File: config.mk
export PLATFORM = sky130hd
export DESIGN_NAME = ift_fifo_thr_irq
export DESIGN_NICKNAME = d
export VERILOG_FILES = /design/src/logic/ift_pkg.sv /design/src/logic/ift_thr_reg.sv /design/src/logic/ift_fifo_thr_irq.sv
export SDC_FILE = /design/constraint.sdc
export NUM_CORES = 1
export LEC_CHECK = 0
export BUFFER_PORTS_ARGS = -buffer_cell sky130_fd_sc_hd__buf_2
export CORE_ASPECT_RATIO = 0.8
export CORE_MARGIN = 4
export CORE_UTILIZATION = 38
export CTS_CLUSTER_DIAMETER = 120
export DETAILED_ROUTE_END_ITERATION = 12
export GPL_TIMING_DRIVEN = 1
export PLACE_DENSITY = 0.76
export SLEW_MARGIN = 20
export SYNTH_ARGS = -nofsm -noshare
export SYNTH_HDL_FRONTEND = slang
export SYNTH_SLANG_ARGS = --single-unit
File: constraint.sdc
create_clock -name CORE_CLK_I -period 1.54 [get_ports CORE_CLK_I]
set_clock_uncertainty 0.1 [all_clocks]
set_input_delay 0.231 -clock CORE_CLK_I [delete_from_list [all_inputs] [get_ports CORE_CLK_I]]
set_output_delay 0.231 -clock CORE_CLK_I [all_outputs]
set_load 0.01 [all_outputs]
File: src/logic/ift_pkg.sv
package ift_pkg;

  // -----------------------------------------------------------------
  // Register map (byte addresses on the peripheral bus)
  // -----------------------------------------------------------------
  localparam logic [31:0] RAW_INTERRUPT_STATUS_ADDR = 32'h5000_1534;
  localparam logic [31:0] RECEIVE_THRESHOLD_ADDR = 32'h5000_1538;
  localparam logic [31:0] TRANSMIT_THRESHOLD_ADDR = 32'h5000_153c;
  localparam logic [31:0] CLEAR_ALL_INTERRUPTS_ADDR = 32'h5000_1540;

  // -----------------------------------------------------------------
  // Field layout and reset values
  // -----------------------------------------------------------------
  localparam int DATA_W = 16;
  localparam int THR_W = 5;
  localparam int LEVEL_W = 6;
  localparam int RX_UNDER_BIT = 0;
  localparam int RX_FULL_BIT = 2;
  localparam int TX_EMPTY_BIT = 4;
  localparam int CLEAR_ALL_BIT = 0;
  localparam int FIFO_DEPTH_DEFAULT = 32;
  localparam logic [THR_W-1:0] THR_RESET = 5'h00;
  localparam logic [DATA_W-1:0] REG_RESET = 16'h0000;

endpackage // ift_pkg

File: src/logic/ift_thr_reg.sv
`timescale 1ns/100ps

module ift_thr_reg #(
  parameter int FIFO_DEPTH = ift_pkg::FIFO_DEPTH_DEFAULT,
  parameter bit AT_OR_ABOVE = 1'b1
) (
  input wire logic clk_i,
  input wire logic rst_i,
  input wire logic wr_en_i,
  input wire logic [ift_pkg::THR_W-1:0] wdata_i,
  input wire logic [ift_pkg::LEVEL_W-1:0] level_i,
  input wire logic enable_i,
  output logic [ift_pkg::THR_W-1:0] thr_o,
  output logic flag_o
);

  localparam logic [ift_pkg::THR_W-1:0] THR_MAX = ift_pkg::THR_W'(FIFO_DEPTH - 1);

  logic [ift_pkg::THR_W-1:0] thr_reg;
  logic [ift_pkg::THR_W-1:0] thr_next;
  logic flag_reg;
  logic flag_next;
  logic [ift_pkg::LEVEL_W-1:0] thr_wide;

  // -----------------------------------------------------------------
  // Threshold storage and level compare
  // -----------------------------------------------------------------
  always_comb begin
    thr_next = thr_reg;
    if (wr_en_i) begin
      // Oversized writes saturate at the deepest usable level
      if (wdata_i > THR_MAX) begin
        thr_next = THR_MAX;
      end else begin
        thr_next = wdata_i;
      end
    end
    thr_wide = {1'b0, thr_reg};
    if (AT_OR_ABOVE) begin
      // Field value N means N+1 entries; flushed FIFO never counts as full
      flag_next = enable_i && (level_i >= thr_wide + 6'h01);
    end else begin
      flag_next = enable_i && (level_i <= thr_wide);
    end
  end

  always_ff @(posedge clk_i) begin
    if (rst_i) begin
      thr_reg <= ift_pkg::THR_RESET;
      flag_reg <= 1'b0;
    end else begin
      thr_reg <= thr_next;
      flag_reg <= flag_next;
    end
  end

  assign thr_o = thr_reg;
  assign flag_o = flag_reg;
endmodule // ift_thr_reg

File: src/logic/ift_fifo_thr_irq.sv
`timescale 1ns/100ps

module ift_fifo_thr_irq #(
  parameter int FIFO_DEPTH = ift_pkg::FIFO_DEPTH_DEFAULT
) (
  input wire logic CORE_CLK_I,
  input wire logic RST_I,
  input wire logic PSEL_I,
  input wire logic PENABLE_I,
  input wire logic PWRITE_I,
  input wire logic [31:0] PADDR_I,
  input wire logic [ift_pkg::DATA_W-1:0] PWDATA_I,
  output logic [ift_pkg::DATA_W-1:0] PRDATA_O,
  output logic PREADY_O,
  output logic PSLVERR_O,
  input wire logic DATA_READ_I,
  input wire logic [ift_pkg::LEVEL_W-1:0] RX_LEVEL_I,
  input wire logic [ift_pkg::LEVEL_W-1:0] TX_LEVEL_I,
  input wire logic ENABLE_I,
  input wire logic INTERNAL_ENABLE_I,
  input wire logic [ift_pkg::DATA_W-1:0] RAW_OTHER_I,
  output logic RX_UNDER_O,
  output logic RX_FULL_O,
  output logic TX_EMPTY_O,
  output logic CLEAR_ALL_O
);

  localparam logic [ift_pkg::THR_W-1:0] THR_MAX = ift_pkg::THR_W'(FIFO_DEPTH - 1);

  logic setup;
  logic access;
  logic hit_raw;
  logic hit_rx;
  logic hit_tx;
  logic hit_clr;
  logic clear_all_rd;
  logic under_event;
  logic [ift_pkg::THR_W-1:0] rx_thr;
  logic [ift_pkg::THR_W-1:0] tx_thr;
  logic rx_full;
  logic tx_empty;
  logic [ift_pkg::DATA_W-1:0] raw_flags;
  logic [ift_pkg::DATA_W-1:0] rdata_reg;
  logic [ift_pkg::DATA_W-1:0] rdata_next;
  logic slverr_reg;
  logic slverr_next;
  logic rx_under_reg;
  logic rx_under_next;
  logic clear_all_reg;
  logic clear_all_next;

  // -----------------------------------------------------------------
  // Bus decode
  // -----------------------------------------------------------------
  assign setup = PSEL_I && !PENABLE_I;
  assign access = PSEL_I && PENABLE_I;
  assign hit_raw = PADDR_I == ift_pkg::RAW_INTERRUPT_STATUS_ADDR;
  assign hit_rx = PADDR_I == ift_pkg::RECEIVE_THRESHOLD_ADDR;
  assign hit_tx = PADDR_I == ift_pkg::TRANSMIT_THRESHOLD_ADDR;
  assign hit_clr = PADDR_I == ift_pkg::CLEAR_ALL_INTERRUPTS_ADDR;
  // Side effect fires once, in the access phase only
  assign clear_all_rd = access && !PWRITE_I && hit_clr;
  assign under_event = DATA_READ_I && (RX_LEVEL_I == 6'h00);

  // -----------------------------------------------------------------
  // Threshold registers
  // -----------------------------------------------------------------
  ift_thr_reg #(
    .FIFO_DEPTH(FIFO_DEPTH),
    .AT_OR_ABOVE(1'b1)
  ) u_rx_thr (
    .clk_i(CORE_CLK_I),
    .rst_i(RST_I),
    .wr_en_i(access && PWRITE_I && hit_rx),
    .wdata_i(PWDATA_I[ift_pkg::THR_W-1:0]),
    .level_i(RX_LEVEL_I),
    .enable_i(ENABLE_I),
    .thr_o(rx_thr),
    .flag_o(rx_full)
  );

  ift_thr_reg #(
    .FIFO_DEPTH(FIFO_DEPTH),
    .AT_OR_ABOVE(1'b0)
  ) u_tx_thr (
    .clk_i(CORE_CLK_I),
    .rst_i(RST_I),
    .wr_en_i(access && PWRITE_I && hit_tx),
    .wdata_i(PWDATA_I[ift_pkg::THR_W-1:0]),
    .level_i(TX_LEVEL_I),
    .enable_i(1'b1),
    .thr_o(tx_thr),
    .flag_o(tx_empty)
  );

  // -----------------------------------------------------------------
  // Underflow flag and clear-all pulse
  // -----------------------------------------------------------------
  always_comb begin
    rx_under_next = rx_under_reg;
    // New underflow beats a same-cycle clear so no event is lost
    if (under_event) begin
      rx_under_next = 1'b1;
    end else if (clear_all_rd) begin
      rx_under_next = 1'b0;
    end else if (!INTERNAL_ENABLE_I) begin
      // Internal enable only drops after the state machines idle
      rx_under_next = 1'b0;
    end
    // Abort source block applies its own bit 9 exception on this pulse
    clear_all_next = clear_all_rd;
  end

  always_ff @(posedge CORE_CLK_I) begin
    if (RST_I) begin
      rx_under_reg <= 1'b0;
      clear_all_reg <= 1'b0;
    end else begin
      rx_under_reg <= rx_under_next;
      clear_all_reg <= clear_all_next;
    end
  end

  // -----------------------------------------------------------------
  // Read data
  // -----------------------------------------------------------------
  always_comb begin
    raw_flags = RAW_OTHER_I;
    raw_flags[ift_pkg::RX_UNDER_BIT] = rx_under_reg;
    raw_flags[ift_pkg::RX_FULL_BIT] = rx_full;
    raw_flags[ift_pkg::TX_EMPTY_BIT] = tx_empty;
    rdata_next = rdata_reg;
    slverr_next = 1'b0;
    if (setup) begin
      rdata_next = ift_pkg::REG_RESET;
      if (hit_raw) begin
        rdata_next = raw_flags;
      end else if (hit_rx) begin
        rdata_next[ift_pkg::THR_W-1:0] = rx_thr;
      end else if (hit_tx) begin
        rdata_next[ift_pkg::THR_W-1:0] = tx_thr;
      end else if (!hit_clr) begin
        slverr_next = 1'b1;
      end
    end
  end

  always_ff @(posedge CORE_CLK_I) begin
    if (RST_I) begin
      rdata_reg <= ift_pkg::REG_RESET;
      slverr_reg <= 1'b0;
    end else begin
      rdata_reg <= rdata_next;
      slverr_reg <= slverr_next;
    end
  end

  assign PRDATA_O = rdata_reg;
  assign PREADY_O = 1'b1;
  assign PSLVERR_O = slverr_reg && access;
  assign RX_UNDER_O = rx_under_reg;
  assign RX_FULL_O = rx_full;
  assign TX_EMPTY_O = tx_empty;
  assign CLEAR_ALL_O = clear_all_reg;
endmodule // ift_fifo_thr_irq

; After elaboration in Yosys (flattened, before gate mapping)
; Cells that the tools add are included.
; W data, S select, Z words.
[op_classes]
n_bitwise = 1
n_mux = 9
addsub = 1
n_eq_ne = 5
reduce_logical = 14
order_cmp = 3
[ops]
columns = operator, n
row1 = $eq A32 B31 Y1 const B, 4
row2 = $mux W5, 4
row3 = $mux W11, 1
row4 = $logic_and A1 B1 Y1, 10
row5 = $add A5 B1 Y6 const B, 1
row6 = $ge A6 B6 Y1, 1
row7 = $le A6 B5 Y1, 1
row8 = $logic_not A6 Y1, 1
row9 = $gt A5 B5 Y1 const B, 1
row10 = $reduce_or A5 Y1, 1
row11 = $mux W1, 4
row12 = $ne A3 B1 Y1 const B, 1
row13 = $logic_not A1 Y1, 2
row14 = $not A1 Y1, 1
[word_totals]
reg_bits = 31
in_bits = 84
output_inout_bits = 22
word_cells = 41

; Longest topological paths before layout
; Gate-level depths: netlist (run 1).
[logic_depth]
ltp_word = 5
depth_mapped = 7
depth_no_buf = 7

; Hierarchy
; A second synthesis (run 1) with hierarchy kept.
[hier_totals]
hier_cells = 175
hier_area_um2 = 1711.6
[modules_own_cells]
columns = mod, cells_per_inst, n_inst, area_per_inst_um2, seq_area_each_um2
row1 = ift_fifo_thr_irq, 98, 1, 978.4, 380.4
row2 = ift_thr_reg at u_rx_thr, 43, 1, 399.1, 120.1
row3 = ift_thr_reg at u_tx_thr, 34, 1, 334.1, 120.1

; Least setup slack after synthesis (run 1)
; Ideal clock, no wire load.
[synth_path]
kind = in2reg
from = input PADDR_I[17]
to = register rdata_reg, in the netlist PRDATA_O[10]
cell_stages = 6
required_time_ns = 1.381
setup_slack_ns = -0.078
arrival_time_ns = 1.459
path_buffers = 1
setup_time_ns = 0.059
path_cell_list = nor4_2 > nand4_2 > nor4_4 > and2b_1 > buf_6 > a22o_1
[synth_between]
elab_chain_len = 2
[synth_rtl]
columns = item, line
row1 = start: declaration, ift_fifo_thr_irq.sv:11  ; input wire logic [31:0] PADDR_I,
row2 = $eq A32 B31 Y1, ift_fifo_thr_irq.sv:57  ; assign hit_raw = PADDR_I == ift_pkg::RAW_INTERRUPT_STATUS_ADDR;
row3 = $mux W11, ift_fifo_thr_irq.sv:136  ; if (hit_raw) begin
row4 = end signal: assignment, ift_fifo_thr_irq.sv:150  ; rdata_reg <= ift_pkg::REG_RESET;
row5 = end signal: assignment, ift_fifo_thr_irq.sv:153  ; rdata_reg <= rdata_next;
row6 = end: declaration, ift_fifo_thr_irq.sv:43  ; logic [ift_pkg::DATA_W-1:0] rdata_reg;
; Every way passes these cells.
; A chain may end at the register's enable or synchronous reset.

; Worst setup path in the final report (run 1)
[layout_path]
from = register u_rx_thr.thr_reg, in the netlist u_rx_thr.thr_o[0]
to = register u_rx_thr.flag_reg (netlist: u_rx_thr.flag_o)
[layout_between]
elab_chain_len = 3
[layout_rtl]
columns = item, line
row1 = start: declaration, ift_thr_reg.sv:19  ; logic [ift_pkg::THR_W-1:0] thr_reg;
row2 = start signal: assignment, ift_thr_reg.sv:49  ; thr_reg <= ift_pkg::THR_RESET;
row3 = start signal: assignment, ift_thr_reg.sv:52  ; thr_reg <= thr_next;
row4 = $add A5 B1 Y6, ift_thr_reg.sv:41  ; flag_next = enable_i && (level_i >= thr_wide + 6'h01);
row5 = $ge A6 B6 Y1, ift_thr_reg.sv:41
row6 = $logic_and A1 B1 Y1, ift_thr_reg.sv:41
row7 = end signal: assignment, ift_thr_reg.sv:53  ; flag_reg <= flag_next;
row8 = end: declaration, ift_thr_reg.sv:21  ; logic flag_reg;
; Every way passes these cells.

==> results of run 1 <==
routing by layer:
layer  vias up  part of all wire, %  global-route usage (%)
met5         -                    0                       0
met1       777                   42                    21.2
met2        63                   49                    28.4
met4         0                 0.72                    4.98
li1        883                    -                       -
met3         5                  8.9                    5.07
per-stage QoR:
| step | instances | setup WS [ns] | TNS [ns] | utilization, % |
|---|---|---|---|---|
| after floorplan | 181 | -0.0534 | -0.736 | - |
| after global placement | 338 | -0.296 | -6.68 | 55.4 |
| after detailed placement | 338 | -0.346 | -7.27 | 55.4 |
| after CTS | 353 | -0.112 | -0.363 | 59.8 |
| after global routing | 354 | -0.168 | -1.01 | 62.1 |
| final | 354 | -0.116 | -0.194 | 62.1 |
worst max path at each step:
stage	from	cells after the start	to	slack, ns
after floorplan	PADDR_I[17]	6	PRDATA_O[10]	-0.05
after global placement	PADDR_I[26]	7	RX_UNDER_O	-0.30
after detailed placement	PADDR_I[26]	7	RX_UNDER_O	-0.35
after CTS	u_rx_thr.thr_o[0]	7	u_rx_thr.flag_o	-0.11
after global routing	u_rx_thr.thr_o[0]	6	u_rx_thr.flag_o	-0.17
final	u_rx_thr.thr_o[0]	6	u_rx_thr.flag_o	-0.12
placed cells by master, fill, tap and decap left out, types with 5 or more instances in the layout:
cell type	Yosys	final
a22o_1	16	16
buf_2	1	84
buf_4	1	23
buf_6	1	7
clkbuf_8	0	5
dfxtp_1	31	28
ha_1	12	9
inv_1	10	8
mux2i_1	10	10
nand2_1	25	24
nor2_1	11	11
nor4_4	1	5
o21ai_0	8	7
logic make-up (layout without fill, tap and decap cells):
logic type,after synthesis,after routing,synth area share (%)
adders and majority gates,12,12,8.91
buffers and inverters,18,134,4.75
DFF,31,31,36.8
xor gates and xnor gates,3,3,1.56
and+or+nand+nor,67,67,24.1
AOI/OAI and AO/OA,35,35,15.0
muxes,14,14,8.61
other,1,1,0.223
area by class of cell:
type / instances / share of cell area, %
Clock buffer: 5 / 2.62
Inverter: 11 / 1.57
Tap cell: 57 / 2.72
Multi-Input combinational cell: 132 / 42.3
Sequential cell: 31 / 23.9
Timing Repair Buffer: 115 / 26.3
Clock inverter: 3 / 0.572
report_power, final:
part / switching, mW / internal [mW] / leakage (nW)
clock: 0.303 / 0.308 / 0.0477
combinational: 0.115 / 0.132 / 1.04
sequential: 0.00159 / 0.804 / 0.252
total: 0.419 / 1.24 / 1.34
what timing repair did:
item / CTS / global route
setup endpoints to repair: 18 / 24
resized for setup: 11 / 15
hold endpoints to repair: 0 / 0
pin swaps: 4 / 11
setup buffers: 7 / 1
==> qor.txt, run 1 <==
pwr dens -> 634 mW/mm²
Worst Hold Endpoint -> u_tx_thr.flag_o
antenna-violating nets left -> 0
Critical R2R Launch -> u_rx_thr.thr_o[0]
Synth area leaders -> dfxtp_1 37%, ha_1 8.9%, a22o_1 8.3%
depth of the worst register-to-register path -> 6
synth-to-layout area growth -> 55.8%
largest net degree at the start of global routing -> 19
hold_ws -> -0.00405 ns
synth cell count leaders -> 31 x dfxtp_1, 25 x nand2_1, 16 x a22o_1
most frequent cell after synthesis -> dfxtp_1
Netlist Area Pre-Place -> 0.00169 mm²
Synth cell types -> 41
violation count after the first detailed-routing iteration -> 79
worst path bufs/invs -> 1
RSZ-0062 raised after global routing -> true
Multi-input gate area -> 0.00111 mm²
dpl hpwl -> 3.89 mm
chip width -> 82.5 µm
Post-DP Area -> 0.00234 mm²
Crit Path Class -> reg -> reg
Layout Nets -> 392
Worst-Skew Late Latency -> 0.28 ns
core area -> 0.00423 mm²
fin worst setup slack -> -0.116 ns
worst stage delay on the critical path -> 0.37 ns
number of global-route vias before repair -> 1650
Rows -> 21
global-route wire length before repair -> 7.22 mm
worst hold stages -> 2
routed vias/inst -> 4.88
IO Pins -> 106
critical path's top delay family -> simple AND/OR/NAND/NOR gates
CP max FO -> 3
Slew @ Worst Pin -> 0.685 ns
WL/cell -> 13.6 µm
Design Area, Final -> 0.00263 mm²
clk slew on worst S/H paths -> 0.07 ns
CP cell instances -> buf_4 > nand3_1 > or2_2 > ha_1 > a21oi_1 > o32ai_2
worst path required time -> 1.61 ns
DR DRC count -> 0
Final Max Tran Viols -> 0
htree depth -> 2
Post-Synthesis Cells -> 181
top_reg_cell synth -> dfxtp_1
Yosys top cell area share -> 36.8%
Initial Utilization -> 39.8%
routed wire length -> 4.83 mm
Total Power -> 1.66 mW
FFs w/ async S/R, synth -> 0%
Min Clock Period, post-route -> 1.66 ns
max reg flops -> 16
Mean Syn Cell Area -> 9.31 µm²
die area -> 0.00557 mm²
CTS Sinks -> 31
IO Port Bufs -> 90
Num CTS Buffers -> 5
sequential fraction of the synthesis area -> 36.8%
top cell type by total area after synthesis -> dfxtp_1
maxcap violations -> 0
leakage -> 1.34 nW
Max-slew headroom -> 54.3%
status -> complete, but fails checks
HP Class -> in -> reg
startpoint types -> register
CTS Hold Bufs -> 0
Hold Crit Start -> TX_LEVEL_I[5]
Synth warnings -> 0
maximum achievable frequency -> 0.604 GHz
Arr. time, crit path -> 1.73 ns
CTS root buf -> clkbuf_8
total inserted antenna cells -> 0
Final Wtd Congestion -> 0.771
flop and latch count out of synthesis -> 31
post-synthesis net count -> 277
register area -> 627 µm²
initial antenna violation count -> 0
Final Hold Fails -> 1
Final Cycle Share -> 108%
crit end category -> register
EDFF count, synth -> 0
die span in y -> 67.6 µm
total global routing overflow -> 0
share of layout cells above drive strength 1 -> 51.5%
RR Endpoint -> u_rx_thr.flag_o
# setup viols final -> 6
Peak VDD IR -> 393 µV
number of detailed-route iterations in the first pass -> 4
violated checks -> negative hold slack, negative setup slack
CP max-delay cell -> dfxtp_2
Tot GR Track Use -> 17.0%
DR vias -> 1728
FILL cells -> 339
CTS tree -> yes
clk buf depth -> 2
flop2flop setup slack -> -0.12 ns
(Power assumes the default switching activity.)
==> run 2: changes to the inputs <==
--- a/config.mk
+++ b/config.mk
@@ -5,14 +5,16 @@
 export SDC_FILE = /design/constraint.sdc
 export NUM_CORES = 1
 export LEC_CHECK = 0
+export ABC_AREA = 1
 export BUFFER_PORTS_ARGS = -buffer_cell sky130_fd_sc_hd__buf_2
 export CORE_ASPECT_RATIO = 0.8
 export CORE_MARGIN = 4
-export CORE_UTILIZATION = 38
+export CORE_UTILIZATION = 41
 export CTS_CLUSTER_DIAMETER = 120
 export DETAILED_ROUTE_END_ITERATION = 12
 export GPL_TIMING_DRIVEN = 1
-export PLACE_DENSITY = 0.76
+export PLACE_DENSITY = 0.78
+export SKIP_CTS_REPAIR_TIMING = 1
 export SLEW_MARGIN = 20
 export SYNTH_ARGS = -nofsm -noshare
 export SYNTH_HDL_FRONTEND = slang
==> run 2 against run 1 <==
  * Power grew 3.9%
  * Cell count rose by 28%
  * Register-to-register slack got worse by 0.05 ns
  * Sequential power is essentially flat
  * Synthesized area rose by 17%
  * Final area is 3.1% higher
  * Hold slack gained 0.013 ns
  * First-iteration DRC count is 8.9% higher
  * Core utilization is 3.5 points lower
  * Worst setup slack lost 0.046 ns
  * Critical endpoint unchanged
  * Critical path type unchanged
  * The flow finishes with violations (negative setup slack)
==> qor.txt, run 2 <==
synth-to-layout area growth -> 37.2% (was 55.8%)
# setup viols final -> 1 (was 6)
top_reg_cell synth -> dfxtp_1 (unchanged)
startpoint types -> register (unchanged)
most frequent cells in the layout -> 90 x buf_2, 65 x nand2_1, 39 x inv_1 (was 84 x buf_2, 28 x dfxtp_1, 24 x nand2_1)
commonest non-fill, non-tap cell in the layout -> buf_2 (unchanged)
post-synthesis net count -> 384 (was 277)
Final Wtd Congestion -> 0.924 (was 0.771)
CP cell instances -> ha_4 > nand3_4 > xor2_2 > ha_1 > nand2_1 > inv_1 > o211ai_1 > o2111ai_1 > nand3b_1 > inv_1 (was buf_4 > nand3_1 > or2_2 > ha_1 > a21oi_1 > o32ai_2)
global-route wire length before repair -> 8.63 mm (was 7.22 mm)
clk slew on worst S/H paths -> 0.06 ns (was 0.07 ns)
total global routing overflow -> 0 (unchanged)
total inserted antenna cells -> 0 (unchanged)
maxcap violations -> 0 (unchanged)
flop and latch count out of synthesis -> 31 (unchanged)
die area -> 0.00600 mm² (was 0.00557 mm²)
maximum achievable frequency -> 0.588 GHz (was 0.604 GHz)
DR DRC count -> 0 (unchanged)
critical path's top delay family -> adder cells (was simple AND/OR/NAND/NOR gates)
Initial Utilization -> 42.7% (was 39.8%)
die span in y -> 70.1 µm (was 67.6 µm)
CP max-delay cell -> dfxtp_4 (was dfxtp_2)
most frequent CP cell -> inv_1
Min Clock Period, post-route -> 1.70 ns (was 1.66 ns)
Tot GR Track Use -> 17.7% (was 17.0%)
clk buf depth -> 2 (unchanged)
leakage -> 1.33 nW (was 1.34 nW)
Num CTS Buffers -> 5 (unchanged)
Crit Path Class -> reg -> reg (unchanged)
Synth area leaders -> dfxtp_1 31%, nand2_1 12%, nand3_1 9.1% (was dfxtp_1 37%, ha_1 8.9%, a22o_1 8.3%)
Final TNS setup -> -0.161 ns (was -0.194 ns)
Arr. time, crit path -> 1.78 ns (was 1.73 ns)
crit end category -> register (unchanged)
Final Max Tran Viols -> 0 (unchanged)
sequential fraction of the synthesis area -> 31.4% (was 36.8%)
IO Pins -> 106 (unchanged)
largest net degree at the start of global routing -> 22 (was 19)
Netlist Area Pre-Place -> 0.00197 mm² (was 0.00169 mm²)
number of detailed-route iterations in the first pass -> 4 (unchanged)
share of layout cells above drive strength 1 -> 37.3% (was 51.5%)
number of global-route vias before repair -> 2079 (was 1650)
FFs w/ async S/R, synth -> 0% (unchanged)
antenna-violating nets left -> 0 (unchanged)
routed wire length -> 5.22 mm (was 4.83 mm)
core area -> 0.00462 mm² (was 0.00423 mm²)
Design Area, Final -> 0.00271 mm² (was 0.00263 mm²)
Synth warnings -> 0 (unchanged)
synth cell count leaders -> 65 x nand2_1, 39 x inv_1, 36 x nand3_1 (was 31 x dfxtp_1, 25 x nand2_1, 16 x a22o_1)
EDFF count, synth -> 0 (unchanged)
Final Cycle Share -> 110% (was 108%)
DR vias -> 2178 (was 1728)
Worst-Skew Late Latency -> 0.28 ns (about the same)
CTS root buf -> clkbuf_8 (unchanged)
CTS Sinks -> 31 (unchanged)
Rows -> 22 (was 21)
worst path bufs/invs -> 2 (was 1)
max reg flops -> 16 (unchanged)
Post-Synthesis Cells -> 288 (was 181)
pwr dens -> 638 mW/mm² (was 634 mW/mm²)
status -> complete, but fails checks (unchanged)
CTS tree -> yes (unchanged)
Mean Syn Cell Area -> 6.86 µm² (was 9.31 µm²)
Final Hold Fails -> 0 (was 1)
CP max FO -> 4 (was 3)
Post-DP Area -> 0.00257 mm² (was 0.00234 mm²)
htree depth -> 2 (unchanged)
Peak VDD IR -> 468 µV (was 393 µV)
fin worst setup slack -> -0.161 ns (was -0.116 ns)
IO Port Bufs -> 90 (unchanged)
Synth cell types -> 33 (was 41)
violated checks -> negative setup slack (was negative hold slack, negative setup slack)
chip width -> 85.6 µm (was 82.5 µm)
Layout Nets -> 489 (was 392)
violation count after the first detailed-routing iteration -> 86 (was 79)
most frequent cell after synthesis -> nand2_1 (was dfxtp_1)
routed vias/inst -> 4.80 (was 4.88)
worst stage delay on the critical path -> 0.37 ns (about the same)
top cell type by total area after synthesis -> dfxtp_1 (unchanged)
Final Core Density -> 58.6% (was 62.1%)
dpl hpwl -> 4.27 mm (was 3.89 mm)
RSZ-0062 raised after global routing -> true (unchanged)
WL/cell -> 11.5 µm (was 13.6 µm)
hold_ws -> 0.00873 ns (was -0.00405 ns)
worst path required time -> 1.62 ns (was 1.61 ns)
initial antenna violation count -> 0 (unchanged)
HP Class -> in -> reg (unchanged)
Yosys top cell area share -> 31.4% (was 36.8%)
[run 2: cell types whose count changed in the layout (fill, tap and decap cells not counted), moves of 7 or more]
| cell | delta |
|---|---|
| nand3_1 | +31 |
| mux2i_1 | -10 |
| nand2_1 | +41 |
| a22o_1 | -16 |
| a21oi_1 | +28 |
| nor2_1 | +7 |
| inv_1 | +31 |
| buf_4 | -7 |
| buf_6 | -7 |
| nor2_4 | +7 |
[run 2: final timing paths]
check               startpoint               to  slack, ns  depth (start not counted)
max          u_rx_thr.thr_o[0]  u_rx_thr.flag_o      -0.16                         10
min reg2reg       PRDATA_O[15]     PRDATA_O[15]       0.36                          2
min              TX_LEVEL_I[5]  u_tx_thr.flag_o      0.009                          2
max reg2reg  u_rx_thr.thr_o[0]  u_rx_thr.flag_o      -0.16                         10
[run 2: final cells by class]
cell class | instances | area (µm²)
inverters | 45 | 169
clock buffers | 8 | 100
well taps | 60 | 75.1
multi-input cells | 204 | 1160
repair buffers | 106 | 571
flip-flops and latches | 31 | 631
fillers | 460 | 1920
[run 2: cells by family after synthesis]
| logic type | synth area share (%) |
|---|---|
| AND/OR/NAND/NOR | 38.6 |
| buffers and inverters | 11.3 |
| adder cells (fa/ha/maj) | 7.60 |
| flip-flops | 31.4 |
| AO/OA/AOI/OAI | 9.57 |
| other | 0.190 |
| XOR/XNOR | 1.33 |
[run 2: power breakdown]
group          total [mW]  leakage (nW)  internal (mW)  switching [mW]
Clock               0.696        0.0515          0.407           0.289
Sequential          0.804         0.253          0.802         0.00222
Combinational       0.229          1.02          0.108           0.121
Total                1.73          1.33           1.32           0.412
[run 2: per-layer routing]
layer	vias to the layer above	track usage, %	share of wire, %
met5	-	0	0
met4	0	5.27	1.2
met3	7	4.13	7.7
met2	72	30.5	47
met1	971	21.8	44
li1	1128	-	-
[run 2: metrics by stage]
step	power, mW	instances	setup slack [ns]
2_1_floorplan	0.929	288	-0.0582
3_3_place_gp	1.05	445	-0.101
3_5_place_dp	1.05	445	-0.144
4_1_cts	1.75	453	-0.182
5_1_grt	1.82	454	-0.281
6_report	1.73	454	-0.161
